$ cat config.mk
export PLATFORM = sky130hd
export DESIGN_NAME = cbd_branch_decode
export DESIGN_NICKNAME = d
export VERILOG_FILES = /design/src/cbd_pkg.sv /design/src/cbd_phase_gen.sv /design/src/cbd_timer_prescale.sv /design/src/cbd_branch_decode.sv
export VERILOG_INCLUDE_DIRS = /design/src
export SDC_FILE = /design/constraint.sdc
export NUM_CORES = 1
export LEC_CHECK = 0
export BUFFER_PORTS_ARGS = -buffer_cell sky130_fd_sc_hd__buf_2
export CAP_MARGIN = 20
export CORE_AREA = 2 2 123 125
export CTS_CLUSTER_DIAMETER = 100
export DETAILED_ROUTE_END_ITERATION = 10
export DIE_AREA = 0 0 125 127
export PLACE_DENSITY = 0.74
export SKIP_LAST_GASP = 1
export SLEW_MARGIN = 0
export SYNTH_ARGS = -nofsm -noshare
export SYNTH_HDL_FRONTEND = slang
export SYNTH_SLANG_ARGS = --single-unit
$ cat constraint.sdc
create_clock -name clk_sys -period 7 [get_ports clk_sys]
set_clock_uncertainty 0.2 [all_clocks]
set_input_delay 0.35 -clock clk_sys [delete_from_list [all_inputs] [get_ports clk_sys]]
set_output_delay 0.35 -clock clk_sys [all_outputs]
set_load 0.02 [all_outputs]
$ cat src/cbd_cfg.svh
// Constants for branch decode and instruction cycle timing
`ifndef CBD_CFG_SVH
`define CBD_CFG_SVH

// ----------------------------------------
// Cycle timing
// ----------------------------------------
`define CBD_CYCLE_CLOCKS 4
`define CBD_LAST_PHASE 2'h3
`define CBD_PRESCALE_SLOW 4'hC
`define CBD_PRESCALE_FAST 2'h3
`define CBD_XMOVE_BASE 4'h2

// ----------------------------------------
// Clock stretch control register
// ----------------------------------------
`define CBD_STRETCH_ADDR 8'h8E
`define CBD_STRETCH_RESET 8'h01
`define CBD_STRETCH_MASK 8'h3F
`define CBD_MD_MSB 2
`define CBD_T0M_BIT 3
`define CBD_T1M_BIT 4
`define CBD_T2M_BIT 5

// ----------------------------------------
// Opcodes
// ----------------------------------------
`define CBD_OP_NO_OP 8'h00
`define CBD_OP_RSVD_NO_OP 8'hA5
`define CBD_ABS_CALL_LOW 5'h11
`define CBD_ABS_JUMP_LOW 5'h01
`define CBD_OP_LONG_CALL 8'h12
`define CBD_OP_LONG_JUMP 8'h02
`define CBD_OP_SUB_RETURN 8'h22
`define CBD_OP_INT_RETURN 8'h32
`define CBD_OP_SHORT_JUMP 8'h80
`define CBD_OP_JC 8'h40
`define CBD_OP_JNC 8'h50
`define CBD_OP_JZ 8'h60
`define CBD_OP_JNZ 8'h70
`define CBD_OP_JBIT 8'h20
`define CBD_OP_JNBIT 8'h30
`define CBD_OP_JBIT_CLEAR 8'h10
`define CBD_OP_IND_JUMP 8'h73
`define CBD_OP_CMP_ACC_IMM 8'hB4
`define CBD_OP_CMP_ACC_DIR 8'hB5
`define CBD_OP_CMP_IND_HI7 7'h5B
`define CBD_OP_CMP_REG_HI5 5'h17
`define CBD_OP_DEC_REG_HI5 5'h1B
`define CBD_OP_DEC_DIR 8'hD5
`define CBD_OP_MOV_DIR_DIR 8'h85
`define CBD_OP_MOV_DIR_IMM 8'h75
`define CBD_OP_MOV_PTR_IMM 8'h90
`define CBD_OP_MULTIPLY 8'hA4
`define CBD_OP_DIVIDE 8'h84
`define CBD_OP_XMOV_PTR_RD 8'hE0
`define CBD_OP_XMOV_PTR_WR 8'hF0
`define CBD_OP_XMOV_RI_RD7 7'h71
`define CBD_OP_XMOV_RI_WR7 7'h79

`endif

$ cat src/cbd_pkg.sv
// Types shared by the branch decode and timing modules
`default_nettype none
package cbd_pkg;
  // Instruction class after decode
  typedef enum logic [3:0] {
    K_PLAIN, K_ABS_CALL, K_ABS_JUMP, K_LONG, K_REL, K_BIT_REL, K_CMP, K_DEC,
    K_SUB_RET, K_INT_RET, K_IND_JUMP, K_XMOVE
  } cbd_kind_e;

  // Decode result: byte length, instruction cycles, class
  typedef struct packed {
    logic [1:0] len;
    logic [3:0] cycles;
    cbd_kind_e kind;
  } cbd_decode_s;

  // Phase generator state
  typedef struct packed {
    logic [1:0] phase;
  } cbd_phase_s;

  // Timer prescaler state
  typedef struct packed {
    logic [3:0] slowCnt;
    logic [1:0] fastCnt;
    logic tickSlow;
    logic tickFast;
  } cbd_presc_s;

  // Sequencer state
  typedef struct packed {
    logic [15:0] pc;
    logic [7:0] opcode;
    logic [7:0] byte1;
    logic [7:0] byte2;
    logic [3:0] idx;
    logic [1:0] len;
    logic [3:0] cycles;
    cbd_kind_e kind;
    logic [7:0] stretch;
    logic instrDone;
    logic clearBit;
    logic releasePriority;
  } cbd_seq_s;
endpackage
`default_nettype wire

$ cat src/cbd_phase_gen.sv
// Four-clock instruction cycle phase generator
`include "cbd_cfg.svh"
`default_nettype none
module cbd_phase_gen (
  input wire logic clk_sys,
  input wire logic rst_n,
  output logic [1:0] phase,
  output logic cycleEnd
);
  import cbd_pkg::*;

  cbd_phase_s st; // Registered state
  cbd_phase_s next_st; // Next state

  // ----------------------------------------
  // Phase counter
  // ----------------------------------------
  // Wraps after the last phase so every cycle spans four clocks
  always_comb begin
    next_st = st;
    next_st.phase = st.phase + 2'h1;
  end

  // Register with synchronous reset
  always_ff @(posedge clk_sys) begin
    if (!rst_n) begin
      st <= '0;
    end else begin
      st <= next_st;
    end
  end

  assign phase = st.phase;
  assign cycleEnd = (st.phase == `CBD_LAST_PHASE);

  cycle_period_a: assert property (@(posedge clk_sys) disable iff (!rst_n)
    cycleEnd |=> !cycleEnd [*3] ##1 cycleEnd)
    else $error("instruction cycle is not four clocks");
endmodule
`default_nettype wire

$ cat src/cbd_timer_prescale.sv
// Timer increment prescaler: one tick per twelve or per four clocks
`include "cbd_cfg.svh"
`default_nettype none
module cbd_timer_prescale (
  input wire logic clk_sys,
  input wire logic rst_n,
  output logic tickSlow,
  output logic tickFast
);
  import cbd_pkg::*;

  cbd_presc_s st; // Registered state
  cbd_presc_s next_st; // Next state

  // ----------------------------------------
  // Free-running dividers
  // ----------------------------------------
  // Both run always; the selector picks per timer, so switching is glitch free
  always_comb begin
    next_st = st;
    next_st.tickSlow = (st.slowCnt == (`CBD_PRESCALE_SLOW - 4'h2));
    next_st.slowCnt = next_st.tickSlow ? 4'hF : st.slowCnt + 4'h1;
    if (st.slowCnt == 4'hF) begin
      next_st.slowCnt = 4'h0;
    end
    next_st.tickFast = (st.fastCnt == (`CBD_PRESCALE_FAST - 2'h1));
    next_st.fastCnt = st.fastCnt + 2'h1;
  end

  // Register with synchronous reset
  always_ff @(posedge clk_sys) begin
    if (!rst_n) begin
      st <= '0;
    end else begin
      st <= next_st;
    end
  end

  assign tickSlow = st.tickSlow;
  assign tickFast = st.tickFast;

  slow_period_a: assert property (@(posedge clk_sys) disable iff (!rst_n)
    tickSlow |-> ##12 tickSlow)
    else $error("slow timer tick is not every twelve clocks");
  fast_period_a: assert property (@(posedge clk_sys) disable iff (!rst_n)
    tickFast |=> !tickFast [*3] ##1 tickFast)
    else $error("fast timer tick is not every four clocks");
endmodule
`default_nettype wire

$ cat src/cbd_branch_decode.sv
// Branch decode, instruction sequencing and cycle timing for the core
//
// Functional notes
// - Instruction cycle is four system clocks.
// - Instructions other than external moves take one to five cycles.
// - External move takes two plus stretch field.
// - Absolute call: x1 pages, two bytes, three cycles.
// - Long call 12: three bytes, four cycles.
// - Short jump 80: two bytes, three cycles.
// - Bit jump-clear 10: three bytes, clears bit when the branch is taken.
// - Pointer jump 73: one byte, three cycles.
// - Compare direct B5: three bytes, four cycles.
// - Compare register B8-BF: three bytes, four cycles.
// - Compare indirect B6-B7: three bytes, four cycles.
// - Decrement register D8-DF: two bytes, three cycles.
// - Opcode A5 behaves as no-operation.
// - Direct move three cycles; pointer load 90 also three.
// - One fetch per byte; multiply takes longer.
// - Timers tick per twelve or four clocks.
`include "cbd_cfg.svh"
`default_nettype none
module cbd_branch_decode (
  input wire logic clk_sys,
  input wire logic rst_n,
  // Program memory fetch
  output logic [15:0] progAddr,
  output logic progRead,
  input wire logic [7:0] progData,
  // Special register port
  input wire logic [7:0] sfrAddr,
  input wire logic sfrWrite,
  input wire logic [7:0] sfrWrData,
  output logic [7:0] sfrRdData,
  // Condition inputs from the datapath
  input wire logic carryFlag,
  input wire logic accZero,
  input wire logic bitValue,
  input wire logic compareUnequal,
  input wire logic decNonZero,
  input wire logic [7:0] accValue,
  input wire logic [15:0] dataPointer,
  input wire logic [15:0] returnAddr,
  // Sequencing results
  output logic [7:0] opcode,
  output logic instrDone,
  output logic clearBit,
  output logic releasePriority,
  output logic externalDataMove,
  output logic [2:0] timerTick
);
  import cbd_pkg::*;

  cbd_seq_s st; // Registered state
  cbd_seq_s next_st; // Next state
  logic [1:0] phase; // Clock within the instruction cycle
  logic cycleEnd; // Last clock of an instruction cycle
  logic tickSlow; // Twelve-clock timer tick
  logic tickFast; // Four-clock timer tick
  cbd_decode_s dec; // Decode of the byte on the fetch bus
  cbd_decode_s cur; // Decode in force this cycle
  logic fetching; // This instruction cycle reads a code byte
  logic lastCycle; // This instruction cycle finishes the instruction
  logic taken; // Branch condition holds
  logic [15:0] pcSeq; // Address of the following instruction
  logic [7:0] b1; // First operand byte as seen now
  logic [7:0] b2; // Second operand byte as seen now

  // ----------------------------------------
  // Sub-blocks
  // ----------------------------------------
  cbd_phase_gen u_phase (
    .clk_sys(clk_sys),
    .rst_n(rst_n),
    .phase(phase),
    .cycleEnd(cycleEnd)
  );

  cbd_timer_prescale u_presc (
    .clk_sys(clk_sys),
    .rst_n(rst_n),
    .tickSlow(tickSlow),
    .tickFast(tickFast)
  );

  // ----------------------------------------
  // Opcode decode
  // ----------------------------------------
  // Length and cycle count per opcode; stretch feeds external moves.
  // Opcodes outside this block's tables default to one byte, one cycle.
  function automatic cbd_decode_s decode(input logic [7:0] op, input logic [2:0] md);
    cbd_decode_s d;
    d = '{len: 2'd1, cycles: 4'd1, kind: K_PLAIN};
    if (op[4:0] == `CBD_ABS_CALL_LOW) begin
      d = '{len: 2'd2, cycles: 4'd3, kind: K_ABS_CALL};
    end else if (op[4:0] == `CBD_ABS_JUMP_LOW) begin
      d = '{len: 2'd2, cycles: 4'd3, kind: K_ABS_JUMP};
    end else if (op[7:3] == `CBD_OP_CMP_REG_HI5) begin
      d = '{len: 2'd3, cycles: 4'd4, kind: K_CMP};
    end else if (op[7:1] == `CBD_OP_CMP_IND_HI7) begin
      d = '{len: 2'd3, cycles: 4'd4, kind: K_CMP};
    end else if (op[7:3] == `CBD_OP_DEC_REG_HI5) begin
      d = '{len: 2'd2, cycles: 4'd3, kind: K_DEC};
    end else if (op[7:1] == `CBD_OP_XMOV_RI_RD7 || op[7:1] == `CBD_OP_XMOV_RI_WR7 ||
                 op == `CBD_OP_XMOV_PTR_RD || op == `CBD_OP_XMOV_PTR_WR) begin
      d = '{len: 2'd1, cycles: `CBD_XMOVE_BASE + {1'b0, md}, kind: K_XMOVE};
    end else begin
      case (op)
        `CBD_OP_LONG_CALL, `CBD_OP_LONG_JUMP: begin
          d = '{len: 2'd3, cycles: 4'd4, kind: K_LONG};
        end
        `CBD_OP_SUB_RETURN: begin
          d = '{len: 2'd1, cycles: 4'd4, kind: K_SUB_RET};
        end
        `CBD_OP_INT_RETURN: begin
          d = '{len: 2'd1, cycles: 4'd4, kind: K_INT_RET};
        end
        `CBD_OP_SHORT_JUMP, `CBD_OP_JC, `CBD_OP_JNC, `CBD_OP_JZ, `CBD_OP_JNZ: begin
          d = '{len: 2'd2, cycles: 4'd3, kind: K_REL};
        end
        `CBD_OP_JBIT, `CBD_OP_JNBIT, `CBD_OP_JBIT_CLEAR: begin
          d = '{len: 2'd3, cycles: 4'd4, kind: K_BIT_REL};
        end
        `CBD_OP_IND_JUMP: begin
          d = '{len: 2'd1, cycles: 4'd3, kind: K_IND_JUMP};
        end
        `CBD_OP_CMP_ACC_DIR, `CBD_OP_CMP_ACC_IMM: begin
          d = '{len: 2'd3, cycles: 4'd4, kind: K_CMP};
        end
        `CBD_OP_DEC_DIR: begin
          d = '{len: 2'd3, cycles: 4'd4, kind: K_DEC};
        end
        `CBD_OP_MOV_DIR_DIR, `CBD_OP_MOV_DIR_IMM, `CBD_OP_MOV_PTR_IMM: begin
          d = '{len: 2'd3, cycles: 4'd3, kind: K_PLAIN};
        end
        `CBD_OP_MULTIPLY, `CBD_OP_DIVIDE: begin
          d = '{len: 2'd1, cycles: 4'd5, kind: K_PLAIN};
        end
        `CBD_OP_NO_OP, `CBD_OP_RSVD_NO_OP: begin
          d = '{len: 2'd1, cycles: 4'd1, kind: K_PLAIN};
        end
        default: begin
          d = '{len: 2'd1, cycles: 4'd1, kind: K_PLAIN};
        end
      endcase
    end
    return d;
  endfunction

  // Relative target: following address plus sign-extended offset
  function automatic logic [15:0] relTarget(input logic [15:0] base, input logic [7:0] off);
    return base + {{8{off[7]}}, off};
  endfunction

  // ----------------------------------------
  // Branch conditions
  // ----------------------------------------
  // Condition code lives in the opcode's high nibble for the plain jumps
  always_comb begin
    taken = 1'b0;
    case (st.kind)
      K_REL: begin
        case (st.opcode)
          `CBD_OP_JC: taken = carryFlag;
          `CBD_OP_JNC: taken = !carryFlag;
          `CBD_OP_JZ: taken = accZero;
          `CBD_OP_JNZ: taken = !accZero;
          default: taken = 1'b1; // Short jump always branches
        endcase
      end
      K_BIT_REL: begin
        taken = (st.opcode == `CBD_OP_JNBIT) ? !bitValue : bitValue;
      end
      K_CMP: taken = compareUnequal;
      K_DEC: taken = decNonZero;
      default: taken = 1'b0;
    endcase
  end

  // ----------------------------------------
  // Fetch and completion qualifiers
  // ----------------------------------------
  // During the opcode cycle the stored decode is stale, so use the live one
  always_comb begin
    dec = decode(progData, st.stretch[`CBD_MD_MSB:0]);
    cur = (st.idx == 4'h0) ? dec : '{len: st.len, cycles: st.cycles, kind: st.kind};
    fetching = ({2'b00, cur.len} > st.idx);
    lastCycle = cycleEnd && ((st.idx + 4'h1) == cur.cycles);
    pcSeq = st.pc + ((cycleEnd && fetching) ? 16'h0001 : 16'h0000);
    b1 = (st.idx == 4'h1) ? progData : st.byte1;
    b2 = (st.idx == 4'h2) ? progData : st.byte2;
  end

  // ----------------------------------------
  // Sequencer next state
  // ----------------------------------------
  always_comb begin
    next_st = st;
    next_st.instrDone = 1'b0;
    next_st.clearBit = 1'b0;
    next_st.releasePriority = 1'b0;
    // Register write; reserved top bits stay zero
    if (sfrWrite && sfrAddr == `CBD_STRETCH_ADDR) begin
      next_st.stretch = sfrWrData & `CBD_STRETCH_MASK;
    end
    if (cycleEnd) begin
      // One program-memory byte per fetching cycle
      if (fetching) begin
        next_st.pc = pcSeq;
        case (st.idx)
          4'h0: begin
            next_st.opcode = progData;
            next_st.len = dec.len;
            next_st.cycles = dec.cycles;
            next_st.kind = dec.kind;
          end
          4'h1: next_st.byte1 = progData;
          default: next_st.byte2 = progData;
        endcase
      end
      if (lastCycle) begin
        // Instruction ends; select the new program counter
        next_st.idx = 4'h0;
        next_st.instrDone = 1'b1;
        case (cur.kind)
          K_ABS_CALL, K_ABS_JUMP: begin
            next_st.pc = {pcSeq[15:11], st.opcode[7:5], b1};
          end
          K_LONG: begin
            next_st.pc = {b1, b2};
          end
          K_REL, K_DEC: begin
            // Offset is the last operand byte
            if (taken) begin
              next_st.pc = relTarget(pcSeq, (cur.len == 2'd3) ? b2 : b1);
            end
          end
          K_BIT_REL, K_CMP: begin
            if (taken) begin
              next_st.pc = relTarget(pcSeq, b2);
            end
            // Only the clear variant touches the bit, and only when branching
            next_st.clearBit = taken && (st.opcode == `CBD_OP_JBIT_CLEAR);
          end
          K_IND_JUMP: begin
            next_st.pc = dataPointer + {8'h00, accValue};
          end
          K_SUB_RET: begin
            next_st.pc = returnAddr;
          end
          K_INT_RET: begin
            next_st.pc = returnAddr;
            next_st.releasePriority = 1'b1;
          end
          default: begin
            next_st.pc = pcSeq; // No-operation and plain ops just advance
          end
        endcase
      end else begin
        next_st.idx = st.idx + 4'h1;
      end
    end
  end

  // Register with synchronous reset; stretch defaults to three-cycle moves
  always_ff @(posedge clk_sys) begin
    if (!rst_n) begin
      st <= '0;
      st.stretch <= `CBD_STRETCH_RESET;
      st.kind <= K_PLAIN;
    end else begin
      st <= next_st;
    end
  end

  // ----------------------------------------
  // Outputs
  // ----------------------------------------
  // Fetch strobe is combinational so the address and strobe share phase 0
  assign progAddr = st.pc;
  assign progRead = (phase == 2'h0) && fetching;
  assign sfrRdData = (sfrAddr == `CBD_STRETCH_ADDR) ? st.stretch : 8'h00;
  assign opcode = st.opcode;
  assign instrDone = st.instrDone;
  assign clearBit = st.clearBit;
  assign releasePriority = st.releasePriority;
  assign externalDataMove = (st.idx != 4'h0) && (st.kind == K_XMOVE);
  // Per-timer rate select: a set mode bit picks the four-clock rate
  assign timerTick[0] = st.stretch[`CBD_T0M_BIT] ? tickFast : tickSlow;
  assign timerTick[1] = st.stretch[`CBD_T1M_BIT] ? tickFast : tickSlow;
  assign timerTick[2] = st.stretch[`CBD_T2M_BIT] ? tickFast : tickSlow;

  // ----------------------------------------
  // Checks
  // ----------------------------------------
  // Clocks since the instruction began, for length checks only
  logic [5:0] clkCount;
  // Starts at zero so the first instruction after reset counts like the rest
  always_ff @(posedge clk_sys) begin
    if (!rst_n) begin
      clkCount <= 6'h00;
    end else if (st.instrDone) begin
      clkCount <= 6'h01;
    end else begin
      clkCount <= clkCount + 6'h01;
    end
  end

  instr_length_a: assert property (@(posedge clk_sys) disable iff (!rst_n)
    instrDone |-> clkCount == {st.cycles, 2'b00})
    else $error("instruction length is not four clocks per cycle");
  cycle_range_a: assert property (@(posedge clk_sys) disable iff (!rst_n)
    instrDone && st.kind != K_XMOVE |-> st.cycles >= 4'd1 && st.cycles <= 4'd5)
    else $error("instruction cycle count out of range");
  xmove_length_a: assert property (@(posedge clk_sys) disable iff (!rst_n)
    instrDone && st.kind == K_XMOVE
      |-> st.cycles == `CBD_XMOVE_BASE + {1'b0, st.stretch[`CBD_MD_MSB:0]})
    else $error("external move length does not follow stretch");
  abs_call_a: assert property (@(posedge clk_sys) disable iff (!rst_n)
    cycleEnd && st.idx == 4'h0 && progData[4:0] == `CBD_ABS_CALL_LOW
      |=> st.len == 2'h2 && st.cycles == 4'h3)
    else $error("absolute call decode wrong");
  long_call_a: assert property (@(posedge clk_sys) disable iff (!rst_n)
    cycleEnd && st.idx == 4'h0 && progData == `CBD_OP_LONG_CALL
      |=> st.len == 2'h3 && st.cycles == 4'h4)
    else $error("long call decode wrong");
  bit_clear_a: assert property (@(posedge clk_sys) disable iff (!rst_n)
    clearBit |-> instrDone && st.opcode == `CBD_OP_JBIT_CLEAR)
    else $error("bit cleared outside a taken jump-and-clear");
  reserved_skip_a: assert property (@(posedge clk_sys) disable iff (!rst_n)
    cycleEnd && st.idx == 4'h0 && progData == `CBD_OP_RSVD_NO_OP
      |=> instrDone && st.pc == $past(st.pc) + 16'h0001)
    else $error("reserved opcode does not act as no-operation");
  short_jump_a: assert property (@(posedge clk_sys) disable iff (!rst_n)
    instrDone && st.opcode == `CBD_OP_SHORT_JUMP
      |-> st.pc == $past(st.pc) + {{8{st.byte1[7]}}, st.byte1})
    else $error("short jump target wrong");
  int_return_a: assert property (@(posedge clk_sys) disable iff (!rst_n)
    releasePriority |-> instrDone && st.kind == K_INT_RET && st.cycles == 4'd4)
    else $error("priority released outside interrupt return");
endmodule
`default_nettype wire

==> impl_metrics.json <==
{
  "critPathArrivalTime_ps": 6580,
  "root_buffer": "clkbuf_16",
  "yosys.area.top_type": "dfxtp_1",
  "final_cells": 1280,
  "power.density_nw_per_um2": 147,
  "post-cts-setup-buffers": 0,
  "clkTransAtPathRegs_ps": 60,
  "hold_viol": 0,
  "critPathMostFrequentCell": "ha_1",
  "grt_use_total": 0.303,
  "avgViaCountPerCell": 6.42,
  "vias": 8217,
  "layout_setup_ws_ps": 500,
  "core_area_um2": 14400,
  "setup_tns_ps": 0,
  "fin_crit_sh": 0.929,
  "wl_per_cell_um": 19.2,
  "wirelength_um": 24600,
  "std_cell_rows": 44,
  "synth_area_um2": 7740,
  "crit_path_start_kind": "register",
  "clock_sinks": 73,
  "place_congestion": 0.956,
  "drt-pass1-iter-count": 6,
  "synth_edf_count": 0,
  "synth_warnings": 0,
  "overflow": 0,
  "crit_slowest_cell": "or3b_1",
  "cts_inserted_buffers": 9,
  "cap_violations": 0,
  "antenna_cells": 0,
  "finalSetupViolations": 0,
  "hp-class": "in2reg",
  "nets": 1217,
  "vdd.ir_drop.worst_uv": 94.8,
  "ys_ff_latch": 73,
  "synthTopCellsByArea": "dfxtp_1 (19%), ha_1 (8.2%), nand2_1 (5.3%)",
  "cpPeakStageDelay_ps": 420,
  "grt_antenna_before_repair": 0,
  "die_h_um": 127,
  "ys.flop_type": "dfxtp_1",
  "grt_first_pass_wirelength_um": 39100,
  "grt_pass1_vias": 7565,
  "clock_path_buffers": 2,
  "post-route-util": 0.592,
  "drc_errors": 0,
  "pre_cts_ws_ps": 443,
  "worst_pin_slew_ps": 1140,
  "synth_top_area_share": 0.189,
  "dp.cells": 1264,
  "max_freq_mhz": 154,
  "cp_data_required_time_ps": 7080,
  "rsz0062_at_grt": "false",
  "pin_count": 112,
  "drt_iter0_markers": 1011,
  "status": "finished, final reports clean",
  "fin_crit_ps": 6500,
  "cp_max_fo": 6,
  "grt_max_degree": 40,
  "area_growth_pct": 10.3,
  "path_class": "reg2reg",
  "reg2reg_slack_ps": 500,
  "clkLatencyLatePin_ps": 350,
  "synthCells": 1034,
  "finalPower_mw": 1.26,
  "endpoint_kind": "register",
  "port_buffers": 107,
  "avgSynthCellArea_um2": 7.49,
  "fill_cells": 1380,
  "slew_headroom": 0.241,
  "ant_nets": 0,
  "fp.dieArea_um2": 15900,
  "drive_gt1_frac": 0.169,
  "dp_hpwl_um": 18900,
  "cts_tree": "built",
  "synth.distinct_cells": 94,
  "die_w_um": 125,
  "p_leak_nw": 3.63,
  "yosysSeqAreaShare": 0.189,
  "start_util": 0.537,
  "ys_async_sr_fraction": 0,
  "cts_max_level": 3,
  "slew_viol_final": 0
}
==> cell type report <==
class | count | area [um^2] | share of cell area
Clock buffer | 9 | 225 | 0.0264
Clock inverter | 7 | 68.8 | 0.00806
Inverter | 32 | 120 | 0.0141
Multi-Input combinational cell | 844 | 5720 | 0.670
Sequential cell | 73 | 1460 | 0.171
Tap cell | 184 | 230 | 0.0270
Timing Repair Buffer | 131 | 716 | 0.0838
==> logic make-up (layout without fill, tap and decap cells) <==
group	after synthesis	after routing	synth area share
muxes	41	41	0.0553
other	1	2	0.000484
adders and majority gates	54	54	0.0901
buffers and inverters	118	179	0.0743
xor gates and xnor gates	66	66	0.0774
DFF	73	73	0.189
AOI/OAI and AO/OA	297	297	0.264
and+or+nand+nor	384	384	0.250
==> sequential cells by signal, summed over array words and instances, names as in the netlist <==
name and flops:
st 36, progAddr 16, opcode 8, u_presc.st 6, u_phase.phase 2, clearBit 1, instrDone 1, releasePriority 1
u_presc.tickFast 1, u_presc.tickSlow 1
==> cell usage after synthesis, drive strengths merged (14+ instances only) <==
library cell	instances
nand2	111
nor2	88
a21oi	75
dfxtp	73
ha	51
buf	50
o21ai	46
xnor2	38
clkbuf	36
nand3	36
mux2i	33
inv	31
nor3	30
xor2	27
a211oi	22
o211ai	20
and2	15
o22ai	15
o31ai	15
or3	15
nand2b	14
==> report_power, final <==
part | total, mW | internal, mW | switching [mW]
Combinational | 0.359 | 0.126 | 0.233
Clock | 0.459 | 0.252 | 0.208
Sequential | 0.438 | 0.426 | 0.0118
==> routing by layer <==
layer / GRT usage / share of wire / up-vias
li1: - / - / 3918
met1: 0.410 / 0.42 / 3781
met2: 0.499 / 0.45 / 475
met3: 0.0498 / 0.11 / 43
met4: 0.0895 / 0.021 / 0
met5: 0 / 0 / -
==> metrics by stage <==
step / hold WS [ps] / area [um^2]
after floorplan: 193 / 7750
after global placement: 204 / 8240
after detailed placement: 207 / 8240
after CTS: 53.5 / 8530
after global routing: 71.2 / 8540
final: 50.6 / 8540
==> what timing repair did <==
item                       CTS  global route
hold buffers                 0             0
resized for setup            0             1
setup endpoints to repair    0             1
==> worst max-delay path: cells and delay by family (launching register included) <==
kind | cells | cell delay, ps
AOI/OAI and AO/OA | 9 | 1580
xor gates and xnor gates | 1 | 270
adders and majority gates | 4 | 1160
buffers and inverters | 4 | 780
DFF | 1 | 310
and+or+nand+nor | 10 | 2120
==> cells in the final DEF, fill, tap and decap left out, types with 13 or more instances in the layout <==
cell type / synthesis / layout
nand2_1: 110 / 110
buf_2: 16 / 107
nor2_1: 87 / 87
a21oi_1: 74 / 74
dfxtp_1: 73 / 73
ha_1: 51 / 51
o21ai_0: 42 / 42
xnor2_1: 37 / 37
nand3_1: 36 / 36
mux2i_1: 33 / 33
inv_1: 30 / 30
nor3_1: 30 / 30
xor2_1: 27 / 26
buf_4: 30 / 24
a211oi_1: 21 / 21
o211ai_1: 19 / 19
and2_1: 15 / 15
o31ai_1: 15 / 15
o22ai_1: 15 / 15
or3_1: 15 / 15
nand2b_1: 14 / 14
a21o_1: 13 / 13
==> path summary, 6_finish.rpt <==
| path | startpoint | to | cells after the start |
|---|---|---|---|
| setup / recovery | st[21]$_SDFFE_PN0N_ | progAddr[15]$_SDFFE_PN0N_ | 28 |
| hold / removal | sfrWrData[0] | st[3]$_SDFFE_PN1P_ | 3 |
| setup reg to reg | st[21]$_SDFFE_PN0N_ | progAddr[15]$_SDFFE_PN0N_ | 28 |
| hold reg to reg | u_presc.st[2]$_SDFF_PN0_ | u_presc.st[2]$_SDFF_PN0_ | 1 |
No activity file was read; power rests on OpenSTA's default activity.
